==> config.mk <==
export PLATFORM = sky130hd
export DESIGN_NAME = iosd_decoder
export DESIGN_NICKNAME = d
export VERILOG_FILES = /design/src/hdl/iosd_pkg.sv /design/src/hdl/iosd_decoder.sv
export SDC_FILE = /design/constraint.sdc
export NUM_CORES = 1
export LEC_CHECK = 0
export BUFFER_PORTS_ARGS = -buffer_cell sky130_fd_sc_hd__clkbuf_2
export CAP_MARGIN = 20
export CELL_PAD_IN_SITES_DETAIL_PLACEMENT = 1
export CELL_PAD_IN_SITES_GLOBAL_PLACEMENT = 1
export CORE_AREA = 2 2 243 245
export DETAILED_ROUTE_END_ITERATION = 6
export DIE_AREA = 0 0 245 247
export GPL_ROUTABILITY_DRIVEN = 0
export HOLD_SLACK_MARGIN = 0.12
export PLACE_DENSITY = 0.8
export SETUP_SLACK_MARGIN = 0.2
export SLEW_MARGIN = 10
export SYNTH_ARGS = -nofsm -noshare
export SYNTH_HDL_FRONTEND = slang
export SYNTH_SLANG_ARGS = --single-unit
==> constraint.sdc <==
create_clock -name clk -period 8.1 [get_ports clk]
set_clock_uncertainty 0.15 [all_clocks]
set_input_delay 0.405 -clock clk [delete_from_list [all_inputs] [get_ports clk]]
set_output_delay 0.405 -clock clk [all_outputs]
set_load 0.1 [all_outputs]
==> src/hdl/iosd_pkg.sv <==
// package: i/o space decoder offsets, masks, request and reply types
package iosd_pkg;

   // ****************************************
   // address space bounds
   // ****************************************
   localparam int unsigned IO_SPAN      = 64;      // short i/o locations
   localparam logic [2:0]  BIT_SPAN_TOP = 3'h0;    // addr[7:5] of bit space
   localparam logic [7:0]  DS_IO_BASE   = 8'h20;   // data-space i/o offset
   localparam logic [7:0]  DS_EXT_BASE  = 8'h60;   // extended i/o start

   // ****************************************
   // register offsets (i/o addresses)
   // ****************************************
   localparam logic [5:0] OFF_PB_PIN   = 6'h03;
   localparam logic [5:0] OFF_PB_DIR   = 6'h04;
   localparam logic [5:0] OFF_PB_OUT   = 6'h05;
   localparam logic [5:0] OFF_PC_PIN   = 6'h06;
   localparam logic [5:0] OFF_PC_DIR   = 6'h07;
   localparam logic [5:0] OFF_PC_OUT   = 6'h08;
   localparam logic [5:0] OFF_PD_PIN   = 6'h09;
   localparam logic [5:0] OFF_PD_DIR   = 6'h0A;
   localparam logic [5:0] OFF_PD_OUT   = 6'h0B;
   localparam logic [5:0] OFF_T0_FLAG  = 6'h15;
   localparam logic [5:0] OFF_T2_FLAG  = 6'h17;
   localparam logic [5:0] OFF_PCH_FLAG = 6'h1B;
   localparam logic [5:0] OFF_EXT_FLAG = 6'h1C;
   localparam logic [5:0] OFF_EXT_MASK = 6'h1D;
   localparam logic [5:0] OFF_SCR0     = 6'h1E;
   localparam logic [5:0] OFF_NVM_CTL  = 6'h1F;
   localparam logic [5:0] OFF_NVM_DATA = 6'h20;
   localparam logic [5:0] OFF_NVM_ADL  = 6'h21;
   localparam logic [5:0] OFF_NVM_ADH  = 6'h22;
   localparam logic [5:0] OFF_PRESC    = 6'h23;
   localparam logic [5:0] OFF_T0_CTLA  = 6'h24;
   localparam logic [5:0] OFF_T0_CTLB  = 6'h25;
   localparam logic [5:0] OFF_T0_CNT   = 6'h26;
   localparam logic [5:0] OFF_T0_CMPA  = 6'h27;
   localparam logic [5:0] OFF_T0_CMPB  = 6'h28;
   localparam logic [5:0] OFF_SCR1     = 6'h2A;
   localparam logic [5:0] OFF_SCR2     = 6'h2B;
   localparam logic [5:0] OFF_SPI_CTL  = 6'h2C;
   localparam logic [5:0] OFF_SPI_STAT = 6'h2D;
   localparam logic [5:0] OFF_SPI_DATA = 6'h2E;
   localparam logic [5:0] OFF_CMP_CS   = 6'h30;
   localparam logic [5:0] OFF_SLEEP    = 6'h33;

   // ****************************************
   // implemented-bit masks
   // ****************************************
   localparam logic [7:0] MASK_FULL   = 8'hFF;
   localparam logic [7:0] MASK_NONE   = 8'h00;
   localparam logic [7:0] MASK_PORT_C = 8'h7F; // port c has seven lines
   localparam logic [7:0] MASK_TFLAG  = 8'h07; // timer and pin-change flags
   localparam logic [7:0] MASK_EXT    = 8'h03; // two external lines
   localparam logic [7:0] MASK_NVM    = 8'h3F;
   localparam logic [7:0] MASK_PRESC  = 8'h83;
   localparam logic [7:0] MASK_CTLA   = 8'hF3;
   localparam logic [7:0] MASK_CTLB   = 8'hCF;
   localparam logic [7:0] MASK_SPIST  = 8'h01;
   localparam logic [7:0] MASK_CMP    = 8'hDF;
   localparam logic [7:0] MASK_SLEEP  = 8'h0F;

   // ****************************************
   // types
   // ****************************************
   typedef enum logic [3:0] {
      op_none, op_in, op_out, op_set_io_bit, op_clear_io_bit,
      op_skip_if_set, op_skip_if_clear, op_load, op_store
   } iosd_op_e;

   typedef struct packed {
      iosd_op_e   op;      // access kind
      logic [7:0] addr;    // i/o address or data-space address
      logic [2:0] bit_idx; // bit for single-bit operations
      logic [7:0] wdata;   // write data
   } iosd_req_s;

   typedef struct packed {
      logic       valid;   // one-cycle reply strobe
      logic       err;     // access refused
      logic       skip;    // bit test matched
      logic [7:0] rdata;
   } iosd_resp_s;

   typedef struct packed {
      logic       valid;   // one-cycle strobe to extended region
      logic       write;
      logic [7:0] addr;
      logic [7:0] wdata;
   } iosd_ext_s;

   typedef struct packed {
      logic [7:0] timer0;
      logic [7:0] timer2;
      logic [7:0] pin_chg;
      logic [7:0] ext_int;
   } iosd_flags_s;

   typedef struct packed {
      logic [7:0] b;
      logic [7:0] c;
      logic [7:0] d;
   } iosd_pins_s;

   typedef logic [IO_SPAN-1:0][7:0] iosd_image_t;

endpackage

==> src/hdl/iosd_decoder.sv <==
// module: i/o space decoder with bit access and write-one-clear flags
`timescale 1ns/1ns

// Notes on behaviour
// - bit set/clear on addresses 0x00-0x1F
// - bit test with skip on 0x00-0x1F
// - bit operation writes only addressed bit
// - status flags cleared by writing one
// - short in/out decode six-bit address
// - data space sees i/o at +0x20
// - extended region only by load/store
module iosd_decoder (
   input  wire logic                 clk,
   input  wire logic                 reset_n,
   input  wire iosd_pkg::iosd_req_s   req,
   output iosd_pkg::iosd_resp_s       resp,
   input  wire iosd_pkg::iosd_pins_s  pins,
   input  wire iosd_pkg::iosd_flags_s flag_set,
   output iosd_pkg::iosd_ext_s        ext,
   input  wire logic [7:0]           ext_rdata,
   output iosd_pkg::iosd_image_t      io_regs
);

   // ****************************************
   // state
   // ****************************************
   typedef struct packed {
      iosd_pkg::iosd_image_t io;   // stored register image
      iosd_pkg::iosd_resp_s  resp; // registered reply
      iosd_pkg::iosd_ext_s   ext;  // registered extended strobe
   } iosd_state_s;

   iosd_state_s s;       // current state
   iosd_state_s next_s;  // next state

   // ****************************************
   // decode functions
   // ****************************************
   // software-writable bits per location; zero means read-only/reserved
   function automatic logic [7:0] wmask(input logic [5:0] i);
      logic [7:0] m;
      m = iosd_pkg::MASK_NONE;
      if (i == iosd_pkg::OFF_PB_DIR || i == iosd_pkg::OFF_PB_OUT ||
          i == iosd_pkg::OFF_PD_DIR || i == iosd_pkg::OFF_PD_OUT)
         m = iosd_pkg::MASK_FULL;
      else if (i == iosd_pkg::OFF_PC_DIR || i == iosd_pkg::OFF_PC_OUT)
         m = iosd_pkg::MASK_PORT_C;
      else if (i == iosd_pkg::OFF_EXT_MASK)
         m = iosd_pkg::MASK_EXT;
      else if (i == iosd_pkg::OFF_SCR0 || i == iosd_pkg::OFF_SCR1 ||
               i == iosd_pkg::OFF_SCR2 || i == iosd_pkg::OFF_NVM_DATA ||
               i == iosd_pkg::OFF_NVM_ADL || i == iosd_pkg::OFF_NVM_ADH)
         m = iosd_pkg::MASK_FULL;
      else if (i == iosd_pkg::OFF_T0_CNT || i == iosd_pkg::OFF_T0_CMPA ||
               i == iosd_pkg::OFF_T0_CMPB || i == iosd_pkg::OFF_SPI_CTL ||
               i == iosd_pkg::OFF_SPI_DATA)
         m = iosd_pkg::MASK_FULL;
      else if (i == iosd_pkg::OFF_NVM_CTL)
         m = iosd_pkg::MASK_NVM;
      else if (i == iosd_pkg::OFF_PRESC)
         m = iosd_pkg::MASK_PRESC;
      else if (i == iosd_pkg::OFF_T0_CTLA)
         m = iosd_pkg::MASK_CTLA;
      else if (i == iosd_pkg::OFF_T0_CTLB)
         m = iosd_pkg::MASK_CTLB;
      else if (i == iosd_pkg::OFF_SPI_STAT)
         m = iosd_pkg::MASK_SPIST;
      else if (i == iosd_pkg::OFF_CMP_CS)
         m = iosd_pkg::MASK_CMP;
      else if (i == iosd_pkg::OFF_SLEEP)
         m = iosd_pkg::MASK_SLEEP;
      return m;
   endfunction

   // write-one-to-clear flag bits per location
   function automatic logic [7:0] cmask(input logic [5:0] i);
      logic [7:0] m;
      m = iosd_pkg::MASK_NONE;
      if (i == iosd_pkg::OFF_T0_FLAG || i == iosd_pkg::OFF_T2_FLAG ||
          i == iosd_pkg::OFF_PCH_FLAG)
         m = iosd_pkg::MASK_TFLAG;
      else if (i == iosd_pkg::OFF_EXT_FLAG)
         m = iosd_pkg::MASK_EXT;
      return m;
   endfunction

   // read value; pin registers show the live port inputs
   function automatic logic [7:0] read_io(input logic [5:0] i,
                                          input iosd_state_s cur,
                                          input iosd_pkg::iosd_pins_s p);
      logic [7:0] v;
      v = iosd_pkg::MASK_NONE;
      if (i == iosd_pkg::OFF_PB_PIN)
         v = p.b;
      else if (i == iosd_pkg::OFF_PC_PIN)
         v = p.c & iosd_pkg::MASK_PORT_C;
      else if (i == iosd_pkg::OFF_PD_PIN)
         v = p.d;
      else
         v = cur.io[i] & (wmask(i) | cmask(i));
      return v;
   endfunction

   // ****************************************
   // request decode
   // ****************************************
   logic       io_hit;   // request lands in the 64-location image
   logic       ext_hit;  // request lands in extended region
   logic       refused;  // request outside what its kind may reach
   logic       do_write; // request writes the image
   logic [5:0] idx;      // image index
   logic [7:0] lanes;    // bits touched by the write
   logic [7:0] rd;       // read value at idx

   // sort requests by kind and address
   always_comb begin
      io_hit   = 1'b0;
      ext_hit  = 1'b0;
      refused  = 1'b0;
      do_write = 1'b0;
      idx      = req.addr[5:0];
      lanes    = iosd_pkg::MASK_FULL;
      case (req.op)
         iosd_pkg::op_in, iosd_pkg::op_out: begin
            io_hit   = 1'b1;
            do_write = (req.op == iosd_pkg::op_out);
         end
         // bit operations only in the low 32 locations
         iosd_pkg::op_set_io_bit, iosd_pkg::op_clear_io_bit,
         iosd_pkg::op_skip_if_set, iosd_pkg::op_skip_if_clear: begin
            if (req.addr[7:5] == iosd_pkg::BIT_SPAN_TOP) begin
               io_hit   = 1'b1;
               do_write = (req.op == iosd_pkg::op_set_io_bit) ||
                          (req.op == iosd_pkg::op_clear_io_bit);
               lanes    = 8'h01 << req.bit_idx;
            end else begin
               refused = 1'b1;
            end
         end
         // data space sees the image at +0x20
         iosd_pkg::op_load, iosd_pkg::op_store: begin
            if (req.addr >= iosd_pkg::DS_EXT_BASE) begin
               ext_hit = 1'b1;
            end else if (req.addr >= iosd_pkg::DS_IO_BASE) begin
               io_hit   = 1'b1;
               idx      = 6'(req.addr - iosd_pkg::DS_IO_BASE);
               do_write = (req.op == iosd_pkg::op_store);
            end else begin
               // core register file below 0x20 is not ours
               refused = 1'b1;
            end
         end
         default: begin
            io_hit = 1'b0;
         end
      endcase
      rd = read_io(idx, s, pins);
   end

   // ****************************************
   // next state
   // ****************************************
   // the flag merge runs after the write so a same-cycle event wins
   always_comb begin
      logic [7:0] wd;
      wd = (req.op == iosd_pkg::op_set_io_bit) ? iosd_pkg::MASK_FULL :
           (req.op == iosd_pkg::op_clear_io_bit) ? iosd_pkg::MASK_NONE :
           req.wdata;
      next_s           = s;
      next_s.resp      = '0;
      next_s.ext       = '0;
      next_s.resp.valid = (req.op != iosd_pkg::op_none);
      next_s.resp.err   = refused;
      if (io_hit && do_write) begin
         // flags clear on one, plain bits take data
         // masks keep reserved bits and addresses inert
         next_s.io[idx] = (s.io[idx] & ~(wmask(idx) & lanes))
                        | (wd & wmask(idx) & lanes);
         next_s.io[idx] = next_s.io[idx] & ~(wd & cmask(idx) & lanes);
      end else if (io_hit) begin
         next_s.resp.rdata = rd;
         // bit test drives the skip answer
         if (req.op == iosd_pkg::op_skip_if_set)
            next_s.resp.skip = rd[req.bit_idx];
         else if (req.op == iosd_pkg::op_skip_if_clear)
            next_s.resp.skip = ~rd[req.bit_idx];
      end else if (ext_hit) begin
         next_s.ext.valid  = 1'b1;
         next_s.ext.write  = (req.op == iosd_pkg::op_store);
         next_s.ext.addr   = req.addr;
         next_s.ext.wdata  = req.wdata;
         next_s.resp.rdata = (req.op == iosd_pkg::op_load) ? ext_rdata
                                                            : 8'h00;
      end
      // hardware set beats a software clear
      next_s.io[iosd_pkg::OFF_T0_FLAG] |= flag_set.timer0 &
                                          iosd_pkg::MASK_TFLAG;
      next_s.io[iosd_pkg::OFF_T2_FLAG] |= flag_set.timer2 &
                                          iosd_pkg::MASK_TFLAG;
      next_s.io[iosd_pkg::OFF_PCH_FLAG] |= flag_set.pin_chg &
                                           iosd_pkg::MASK_TFLAG;
      next_s.io[iosd_pkg::OFF_EXT_FLAG] |= flag_set.ext_int &
                                           iosd_pkg::MASK_EXT;
   end

   // ****************************************
   // state register and outputs
   // ****************************************
   always_ff @(posedge clk or negedge reset_n) begin
      if (!reset_n) begin
         s <= '0;
      end else begin
         s <= next_s;
      end
   end

   assign resp    = s.resp;
   assign ext     = s.ext;
   assign io_regs = s.io;
endmodule

* After elaboration in Yosys (flattened, before gate mapping)
Cells that the tools add are included.
Word-level totals: bits in registers 541, bits of input ports 89, output and inout port bits 541, logic and storage cells 224
Operators by class: add/subtract/negate cells 1, $lt $le $gt $ge 5, equality and inequality tests 40, shift-type cells 1, multiplexer cells 65, bitwise logic cells 17, reductions and logical operators 23
Operator list (count):
- $bwmux W512 | 2
- $mux W8 | 31
- $mux W232 | 1
- $bmux W8 S6 | 2
- $eq A6 B6 Y1 const B | 16
- $and A8 B8 Y8 | 8
- $demux W8 S6 | 1
- $eq A6 B5 Y1 const B | 7
- $mux W27 | 1
- $mux W26 | 1
- $eq A6 B3 Y1 const B | 4
- $eq A6 B4 Y1 const B | 4
- $or A8 B3 Y8 | 3
- $mux W18 | 1
- $mux W6 | 3
- $eq A4 B3 Y1 const B | 4
- $logic_or A1 B1 Y1 | 16
- $not A8 Y8 | 2
- $or A8 B8 Y8 | 2
- $mux W1 | 15
- $eq A4 B2 Y1 const B | 2
- $ge A8 B6 Y1 const B | 1
- $ge A8 B7 Y1 const B | 1
- $or A8 B2 Y8 | 1
- other kinds (20) | 23

* Depth between registers and ports, before layout
Gate-level depths: netlist of run 1.
depth after elaboration 32, gate-level depth with buffers 16, mapped depth without buffers 10

* Least setup slack after synthesis of run 1
OpenSTA, ideal clock, no wires.
path type input-to-reg, start point input req[11] (netlist bit), end point register s, in the netlist io_regs[261], arrival time 3.117 ns, data required time 7.824 ns, setup slack 4.707 ns, cell stages on the path 13, path buffers 6, cell sequence buf_4 -> buf_6 -> buf_4 -> buf_2 -> buf_4 -> mux4_2 -> a22oi_1 -> nand2_1 -> nand3_1 -> nand4_1 -> mux2_2 -> clkbuf_1 -> mux2_2
Between the ends: longest elaborated chain between the ends 25, elaborated cells on any way between the ends 78
Ends and longest elaborated chain:
- from (decl) | RTL line iosd_decoder.sv:15 | input wire iosd_pkg::iosd_req_s req,
- $ge A8 B6 Y1 / $sub A6 B6 Y6 (equally long branches) | RTL line iosd_decoder.sv:144, iosd_decoder.sv:146
- $mux W6 | RTL line iosd_decoder.sv:144 | end else if (req.addr >= iosd_pkg::DS_IO_BASE) begin
- $mux W6 | RTL line iosd_decoder.sv:142 | if (req.addr >= iosd_pkg::DS_EXT_BASE) begin
- $mux W6 | RTL line iosd_decoder.sv:123 | case (req.op)
- $eq A6 B6 Y1 | RTL line iosd_decoder.sv:66 | else if (i == iosd_pkg::OFF_SPI_STAT)
- $mux W8 | RTL line iosd_decoder.sv:66
- $mux W8 | RTL line iosd_decoder.sv:64 | else if (i == iosd_pkg::OFF_T0_CTLB)
- $mux W8 | RTL line iosd_decoder.sv:62 | else if (i == iosd_pkg::OFF_T0_CTLA)
- [... 9 more ...]
- $not A8 Y8 | RTL line iosd_decoder.sv:177 | next_s.io[idx] = (s.io[idx] & ~(wmask(idx) & lanes))
- $and A8 B8 Y8 | RTL line iosd_decoder.sv:177
- $or A8 B8 Y8 | RTL line iosd_decoder.sv:178 | | (wd & wmask(idx) & lanes);
- $bwmux W512 | RTL line iosd_decoder.sv:177
- $bmux W8 S6 | RTL line iosd_decoder.sv:179 | next_s.io[idx] = next_s.io[idx] & ~(wd & cmask(idx) & lanes);
- $mux W8 (not written as such) | RTL line iosd_decoder.sv:179
- $and A8 B8 Y8 | RTL line iosd_decoder.sv:179
- $bwmux W512 | RTL line iosd_decoder.sv:179
- to (signal assigned) | RTL line iosd_decoder.sv:213 | s <= next_s;
- to (decl) | RTL line iosd_decoder.sv:33 | iosd_state_s s;
Parallel ways exist; a longest one is shown, timed or not. The select of a mux whose other input is x is not followed. A chain may end at the register's enable or synchronous reset.

* Final worst setup path of run 1
start point input req[20] (netlist bit), end point register s, in the netlist io_regs[92]
Between the ends: longest elaborated chain between the ends 25, elaborated cells on any way between the ends 92
Ends and longest elaborated chain:
- $eq A4 B4 Y1 / $eq A4 B3 Y1 (equally long branches) | RTL line iosd_decoder.sv:123, iosd_decoder.sv:147
- $reduce_or A2 Y1 | RTL line iosd_decoder.sv:123
- $mux W6 | RTL line iosd_decoder.sv:123
- $eq A6 B6 Y1 | RTL line iosd_decoder.sv:68 | else if (i == iosd_pkg::OFF_CMP_CS)
- $mux W8 | RTL line iosd_decoder.sv:68
- $mux W8 | RTL line iosd_decoder.sv:66
- $mux W8 | RTL line iosd_decoder.sv:64
- $mux W8 | RTL line iosd_decoder.sv:62
- [... 9 more ...]
- $not A8 Y8 | RTL line iosd_decoder.sv:177
- $and A8 B8 Y8 | RTL line iosd_decoder.sv:177
- $or A8 B8 Y8 | RTL line iosd_decoder.sv:178
- $bwmux W512 | RTL line iosd_decoder.sv:177
- $bmux W8 S6 | RTL line iosd_decoder.sv:179
- $mux W8 (not written as such) | RTL line iosd_decoder.sv:179
- $and A8 B8 Y8 | RTL line iosd_decoder.sv:179
- $bwmux W512 | RTL line iosd_decoder.sv:179
Parallel ways exist; a longest one is shown, timed or not. The select of a mux whose other input is x is not followed.

==> results.md, run 1 <==
- Die Y: 247 µm
- Design Power: 6.42 mW
- Rows: 89
- Worst VDD drop: about 0.17 mV
- DIE AREA: 60500 µm²
- CP max FO: 16
- Post-Syn Area: 22900 µm²
- CP endpoint kind: flop
- Seq cells post-synth: 541
- Critical setup path kind: primary input to flop
- Post-CTS Resized: 0
- Fin util: 47.6%
- DP Area: between 20000 and 30000 µm²
- Initial antenna violation count: 1
- EDFF count, synth: 0
- Gr usage total: 27.7%
- Worst hold path class: primary input to flop
- Fillers: 5966
- Num CTS Buffers: 57
- WP data required: around 8.4 ns
- Sequential area share after synthesis: 59.1%
- CTS sink cnt: 541
- Total setup buffers inserted after CTS: 0
- Post-synth top area share: ~59%
- # setup viols final: 0
- Post-DP HPWL: 58900 µm
- CTS Hold Bufs: 35
- Worst slew margin: between 20 and 25%
- Syn Inst Count: 1732
- Unrepaired setup endpoints after global routing: false
- Commonest non-fill, non-tap cells in the layout: clkbuf_2, dfrtp_1, mux2_2
- Layout cells sized above 1: between 40% and 50%
- DR WL/cell: 29.9 µm
- Remaining antenna violation count: 0
- Chip Width: 245 µm
- Diodes inserted: 0
- Top_reg_cell synth: dfrtp_1
- Fin. Hold Viols: 0
- Slowest stage delay, CP: 0.73 ns
- First-pass GRT wire length: 122000 µm
- Largest net degree at the start of global routing: 194
- FMAX: 0.208 GHz
- Slew Limit Fails: 0
- Worst setup margin: 3.29 ns
- Core box area: 58200 µm²
- Reg clk slew, reported paths: roughly 0.060 ns
- WL final: roughly 85000 µm
- Critical-path top delay cell: or4b_1
- Vias per cell: 5.54
- Syn nets: 1821
- Later-pin clock latency in the skew report: 0.62 ns
- Leading post-synthesis cells by cell area: dfrtp_1, mux4_2, mux2_2, clkbuf_1, nand2_1
- Yosys warns: 0
- CTS tree: done
- Clock buffer depth: 3
- Most common cell after layout, fill and taps aside: clkbuf_2
- Top Ports: 630
- H-tree depth: 2
- Slew @ Worst Pin: 1.17 ns
- Congestion Overflow GR: 0
- Final nets: 2127
- Avg Cell Area, Syn: 13.2 µm²
- Fin crit period: just under 5 ns
- Fin crit share: 59.4%
- Final TNS setup: 0 ns
- Power per Cell Area: 231 nW/µm²
- Layout area overhead: 21.2%
- Max Cap Viol: 0
- Root Buffer: clkbuf_16
- Drt initial violations: 1241
- Drt first pass iters: 5
- Asr flop ratio synth: 100%
- Worst path cell trace: dlygate4sd3_1 -> clkbuf_2 -> or4b_1 -> a21o_2 -> a21oi_4 -> nand2_1 -> nor2_1 -> nand4_1 -> buf_4 -> mux2_2
- Leak Pwr: ~14 nW
- Number of I/O port buffers: about 600
- Vias in the first global route: 17160
- Status: finished, final reports clean
- Place WS: 3.01 ns
- Synth cell types: 75
- Total vias in the final route: 15829
- Largest area contributor in the netlist: dfrtp_1
- Startpoint types: primary input
- Final instance area: 27800 µm²
- Critical path data arrival time: 5.15 ns
- Starting density of the core: 39.3%
- # DRC: 0
-- final cells by class --
class	instances	area, µm²	share of cell area, %
Sequential cell	541	13500	48.8
Multi-Input combinational cell	762	7700	27.7
Timing Repair Buffer	668	3650	13.2
Clock buffer	84	1670	6.01
Tap cell	773	967	3.49
Clock inverter	19	199	0.717
Inverter	8	30.0	0.108
-- through the flow --
step,hold WS [ns],instances
global placement,0.230,2713
detailed placement,0.236,2714
global route,0.171,2855
CTS,0.140,2852
floorplan,-0.0406,1732
finish,0.183,2855
-- path summary, 6_finish.rpt --
path	start	to	slack, ns	cells after the start
min in group asynchronous	reset_n	io_regs[416]$_DFFE_PN0P_	0.28	2
worst max-delay path	req[20]	io_regs[92]$_DFFE_PN0P_	3.29	10
worst min-delay path	pins[22]	resp[6]$_DFF_PN0_	0.18	5
max in group asynchronous	reset_n	io_regs[156]$_DFFE_PN0P_	5.53	4
worst min register to register	io_regs[401]$_DFFE_PN0P_	io_regs[401]$_DFFE_PN0P_	0.25	0
worst max register to register	io_regs[411]$_DFFE_PN0P_	io_regs[323]$_DFFE_PN0P_	4.44	7
-- layer usage --
layer / up-vias / track usage (%) / routed length (µm)
li1: 6580 / - / -
met1: 8235 / 35.8 / 33600
met2: 813 / 45.5 / 42000
met3: 201 / 6.09 / 6140
met4: 0 / 11.6 / 3630
met5: - / 0 / 0
-- registers in the layout (all words and copies together) (netlist names) --
register and cells:
ext 18, io_regs 512, resp 11
-- kinds of logic (layout without fill, tap and decap cells) --
group                  Yosys count  in the layout  share of synthesized area (%)
AO/OA/AOI/OAI                  211            211                           6.58
AND/OR/NAND/NOR                253            253                           5.35
flip-flops                     541            541                           59.1
XOR/XNOR                         2              2                         0.0765
multiplexers                   296            296                           21.3
buffers and inverters          429            779                           7.52
-- critical path, delay by kind of cell --
family	cells	cell delay, ns
buffers and inverters	3	1.22
AOI/OAI and AO/OA	2	0.93
and+or+nand+nor	4	2.28
muxes	1	0.29
-- Yosys cell counts (3+ instances only) --
master      n
nand2b_1    9
or3_1       3
buf_2      27
dfrtp_1   541
a222oi_1    4
buf_4       6
a211oi_1    6
o21ai_0    36
a22o_1      9
nand4_1    10
mux2_2    149
nor3_2      4
and2_1     21
mux2i_1     5
a221oi_1    8
clkbuf_1  377
o22ai_1     8
o21ai_1     3
inv_1       7
a21oi_1    40
and3_1      4
nand2_1    84
o211ai_1    8
o31ai_1     3
nand3_1    24
a22oi_1    40
nor2b_1    12
nor2_1     59
nor3_1      9
a211o_1    13
buf_6       7
mux2_1      4
mux4_2    138
a32oi_1     3
-- report_power, final --
part / internal, mW / total, mW / switching (mW)
Sequential: 2.76 / 2.82 / 0.0584
Clock: 1.49 / 2.63 / 1.14
Combinational: 0.198 / 0.965 / 0.767
Note: power is estimated with default switching activity, not from simulation.
==> run 2, diff against run 1 <==
CORE_AREA = 2 2 249 251   (was 2 2 243 245)
DIE_AREA = 0 0 251 253   (was 0 0 245 247)
clock period = 4.2 ns   (was 8.1 ns; I/O delays follow)
==> results.md, run 2 (same netlist as run 1, synthesis figures left out) <==
- Place WS: roughly 0.22 ns
- Total setup buffers inserted after CTS: 0
- Critical setup path kind: primary input to flop
- Most common cell after layout, fill and taps aside: clkbuf_2
- H-tree depth: 2
- Final TNS setup: 0 ns
- Vias in the first global route: 17674
- Initial antenna violation count: 1
- Fin. Hold Viols: 0
- Max reg flops: 512
- Chip Width: 251 µm
- Layout cells sized above 1: 50.9%
- Largest net degree at the start of global routing: 101
- Later-pin clock latency in the skew report: around 0.64 ns
- Worst setup margin: between 0.3 and 0.4 ns
- Total vias in the final route: 16170
- Number of I/O port buffers: 607
- Drt first pass iters: 5
- WL final: 87200 µm
- Power per Cell Area: 442 nW/µm²
- Fin crit period: 3.84 ns
- Leak Pwr: 14.5 nW
- Worst hold path class: primary input to async pin
- Rows: 91
- Congestion Overflow GR: 0
- CP endpoint kind: flop
- Drt initial violations: 1195
- Vias per cell: 5.49
- Slew Limit Fails: 0
- WP data required: 4.52 ns
- Reg clk slew, reported paths: approximately 0.06 ns
- # setup viols final: 0
- Clock buffer depth: 3
- Starting density of the core: a little under two fifths
- DR WL/cell: 29.6 µm
- Post-DP HPWL: 62300 µm
- Top Ports: 630
- DIE AREA: 63500 µm²
- First-pass GRT wire length: 127000 µm
- Die Y: around 250 µm
- Layout area overhead: 24.6%
- Critical path data arrival time: 4.16 ns
- Status: finished, final reports clean
- Design Power: 12.6 mW
- FMAX: 0.260 GHz
- Hold slack: 0.126 ns
- Unrepaired setup endpoints after global routing: false
- Num CTS Buffers: slightly below 60
- CP max FO: 19
- Root Buffer: clkbuf_16
- Commonest non-fill, non-tap cells in the layout: clkbuf_2, dfrtp_1, mux2_2
- CTS sink cnt: 541
- Worst slew margin: 35.5%
- Core box area: approximately 61000 µm²
- Slew @ Worst Pin: 0.965 ns
- Worst VDD drop: 0.419 mV
- Final nets: 2199
- Gr usage total: approximately 27%
- Remaining antenna violation count: 0
- CTS tree: done
- Fin crit share: 91.4%
- # DRC: 0
- Startpoint types: primary input
- Max Cap Viol: 0
-- run 2: final timing paths --
path / startpoint / endpoint / slack (ns) / cells past startpoint
min in group clk: req[10] / resp[8]$_DFF_PN0_ / 0.17 / 5
hold / removal: reset_n / io_regs[279]$_DFFE_PN0P_ / 0.13 / 2
setup reg to reg: io_regs[314]$_DFFE_PN0P_ / resp[2]$_DFF_PN0_ / 0.77 / 8
hold reg to reg: io_regs[231]$_DFFE_PN0P_ / io_regs[231]$_DFFE_PN0P_ / 0.25 / 0
setup / recovery: req[19] / resp[4]$_DFF_PN0_ / 0.36 / 12
max in group asynchronous: reset_n / io_regs[156]$_DFFE_PN0P_ / 2.73 / 3
-- run 2: what timing repair did --
action	CTS	global route
endpoints found under the hold margin	188	0
gates resized for setup	0	3
endpoints found under the setup margin	0	67
hold buffers	52	0
-- run 2: per-stage QoR --
step	std cells	cell area [µm²]	util, %
6_report	2945	28500	46.7
5_1_grt	2944	28500	46.7
4_1_cts	2943	28500	46.7
3_5_place_dp	2788	26000	42.7
3_3_place_gp	2788	26000	42.7
2_1_floorplan	1732	22900	-
-- run 2: worst max-delay path, cell delays in order --
cell and delay (ns):
dlygate4sd3_1 0.53, clkbuf_2 0.12, buf_4 0.20, nor4b_1 0.42, o21ai_0 0.34, o21ai_4 0.33
buf_4 0.30, mux4_2 0.60, o21ai_0 0.15, a21oi_1 0.16, a22o_1 0.22, dlygate4sd3_1 0.56
-- run 2: per-layer routing --
metal / wire, µm / up-vias / GRT usage [%]
met4: 3600 / 0 / 10.7
met5: 0 / - / 0
met2: 43300 / 808 / 45.5
met3: 6160 / 193 / 5.82
met1: 34100 / 8421 / 34.9
li1: - / 6748 / -
-- run 2: area by class of cell --
class | count | area (µm²)
clock buffers | 84 | 1670
well taps | 790 | 988
flip-flops and latches | 541 | 13500
fillers | 6317 | 32500
multi-input cells | 762 | 7710
clock inverters | 19 | 269
diodes | 2 | 5.00
inverters | 8 | 30.0
repair buffers | 739 | 4310
-- run 2: report_power, final --
group          switching [mW]  internal (mW)  total [mW]
sequential              0.117           5.33        5.44
clock                    2.18           3.06        5.25
combinational            1.49          0.416        1.91
total                    3.79           8.81        12.6
==> run 3, diff against run 2 <==
REMOVE_ABC_BUFFERS = 1   (was default)
==> results.md, run 3 (same netlist as run 1, synthesis figures left out) <==
- Gr usage total: 26.6%
- CTS tree: done
- Vias per cell: around 5.4
- Die Y: 253 µm
- Chip Width: 251 µm
- WL final: 85400 µm
- FMAX: 0.256 GHz
- H-tree depth: 2
- Psw: 3.84 mW
- Clk pwr share: 42.0%
- Switching part of the total power: a little under a third
- Fin crit share: about 93%
- DR WL/cell: 29.0 µm
- Critical path data arrival time: 4.23 ns
- Worst R2R End: resp[3]$_DFF_PN0_
- Drt initial violations: 1019
- Fin. Hold Viols: 0
- # DRC: 0
- Post-DP HPWL: between 60000 and 70000 µm
- P_int: roughly 8.9 mW
- Fillers: roughly 6300
- Worst r2r src: io_regs[443]$_DFFE_PN0P_
- Total setup buffers inserted after CTS: 0
- Status: finished, final reports clean
- Max Cap Viol: 0
- Drt first pass iters: 6
- Worst setup margin: slightly below 0.3 ns
- Number of I/O port buffers: 607
- First-pass GRT wire length: 124000 µm
- Starting density of the core: 37.5%
- Remaining antenna violation count: 0
- Most common cell after layout, fill and taps aside: clkbuf_2
- Total vias in the final route: approximately 16000
- Startpoint types: primary input
- CTS sink cnt: roughly 540
- Design Power: ~13 mW
- Reg power frac: a little over two fifths
- Reg clk slew, reported paths: 0.06 ns
- Reg2reg path depth: 9
- Final TNS setup: 0 ns
- Most used cell, CP: mux4_2
- Top Ports: 630
- Worst VDD drop: between 0.3 and 0.4 mV
- CP endpoint kind: flop
- Fin util: a little under half
- Worst slew margin: 34.2%
- Fin crit period: 3.91 ns
- Num CTS Buffers: 57
- Unrepaired setup endpoints after global routing: false
- Layout cells sized above 1: 51.1%
- Commonest non-fill, non-tap cells in the layout: clkbuf_2, dfrtp_1, mux2_2
- Initial antenna violation count: 1
- CP max FO: 28
- Largest net degree at the start of global routing: 121
- Slew Limit Fails: 0
- Slowest stage delay, CP: 0.57 ns
- Worst hold path class: primary input to async pin
- Core box area: between 60000 and 70000 µm²
- Rows: 91
- Gate power share: about 15%
- Worst path cell trace: dlygate4sd3_1 -> buf_6 -> buf_4 -> mux4_2 -> mux4_2 -> mux4_2 -> o31ai_1 -> a31oi_1 -> a22o_1 -> dlygate4sd3_1
- Vias in the first global route: between 15000 and 20000
- Power per Cell Area: 445 nW/µm²
- WP data required: 4.52 ns
- Layout area overhead: 24.8%
- Later-pin clock latency in the skew report: 0.63 ns
- DIE AREA: 63500 µm²
- Critical-path top delay cell: dlygate4sd3_1
- # setup viols final: 0
- Final nets: 2191
- Leak Pwr: 14.5 nW
- Critical setup path kind: primary input to flop
- Root Buffer: clkbuf_16
- Max reg flops: just over 500
- R2r setup slk: slightly above 0.6 ns
- Clock buffer depth: 3
- Congestion Overflow GR: 0
- Slew @ Worst Pin: 0.987 ns
- Place WS: roughly 0.019 ns
==> run 3: worst max-delay path: cells and delay by family <==
| family | cells | cell delay [ns] |
|---|---|---|
| AOI/OAI and AO/OA | 3 | 0.64 |
| buffers and inverters | 4 | 1.81 |
| muxes | 3 | 1.51 |
==> run 3: area by class of cell <==
| cell class | count | area [µm²] | area share, % |
|---|---|---|---|
| multi-input combinational | 762 | 7720 | 27.0 |
| tap | 790 | 988 | 3.46 |
| inverter | 8 | 30.0 | 0.105 |
| sequential | 541 | 13500 | 47.4 |
| clock inverter | 28 | 332 | 1.16 |
| clock buffer | 78 | 1680 | 5.87 |
| timing repair buffer | 732 | 4290 | 15.0 |
| antenna | 1 | 2.50 | 0.00876 |
==> run 3: routing by layer <==
metal  track usage, %  vias up  part of all wire [%]  routed length [µm]
met1             34.2     8264                    41               34600
met5                0        -                     0                   0
met4             10.4        0                   3.9                3320
met2             44.9      727                    50               42400
met3             4.84      180                   6.0                5080
li1                 -     6734                     -                   -
==> run 3: how the worst max path moves through the flow <==
stage                                           to  slack [ns]  cells after the start  startpoint
after global placement    io_regs[314]$_DFFE_PN0P_        0.03                     11     req[11]
after detailed placement   io_regs[67]$_DFFE_PN0P_        0.02                      9     req[11]
final                            resp[0]$_DFF_PN0_        0.29                     10     req[12]
after floorplan             io_regs[170]$_DFF_PN0_        0.64                     10     req[19]
after CTS                        resp[0]$_DFF_PN0_        0.21                     11     req[21]
after global routing             resp[3]$_DFF_PN0_        0.23                     12     req[12]
==> run 3: stage by stage <==
step / instances / instance area, µm² / hold WS, ns
3_3_place_gp: 2777 / 26000 / 0.224
2_1_floorplan: 1311 / 21200 / -0.236
4_1_cts: 2937 / 28500 / 0.154
6_report: 2940 / 28600 / 0.171
3_5_place_dp: 2777 / 26000 / 0.235
5_1_grt: 2939 / 28600 / 0.184
==> run 3: what timing repair did <==
item                                    4_1_cts  5_1_grt
resized for setup                             0        5
endpoints found under the setup margin        0       54
hold buffers                                 54        1
hold endpoints to repair                    149        1
==> run 3: power by group through the flow <==
stage / sequential [mW] / combinational [mW] / clock [mW]
after CTS: 5.44 / 1.95 / 5.43
after floorplan: 6.33 / 0.395 / 0
final: 5.44 / 1.94 / 5.34
after detailed placement: 5.53 / 1.90 / 0
after global placement: 5.52 / 1.87 / 0
after global routing: 5.45 / 2.02 / 5.62
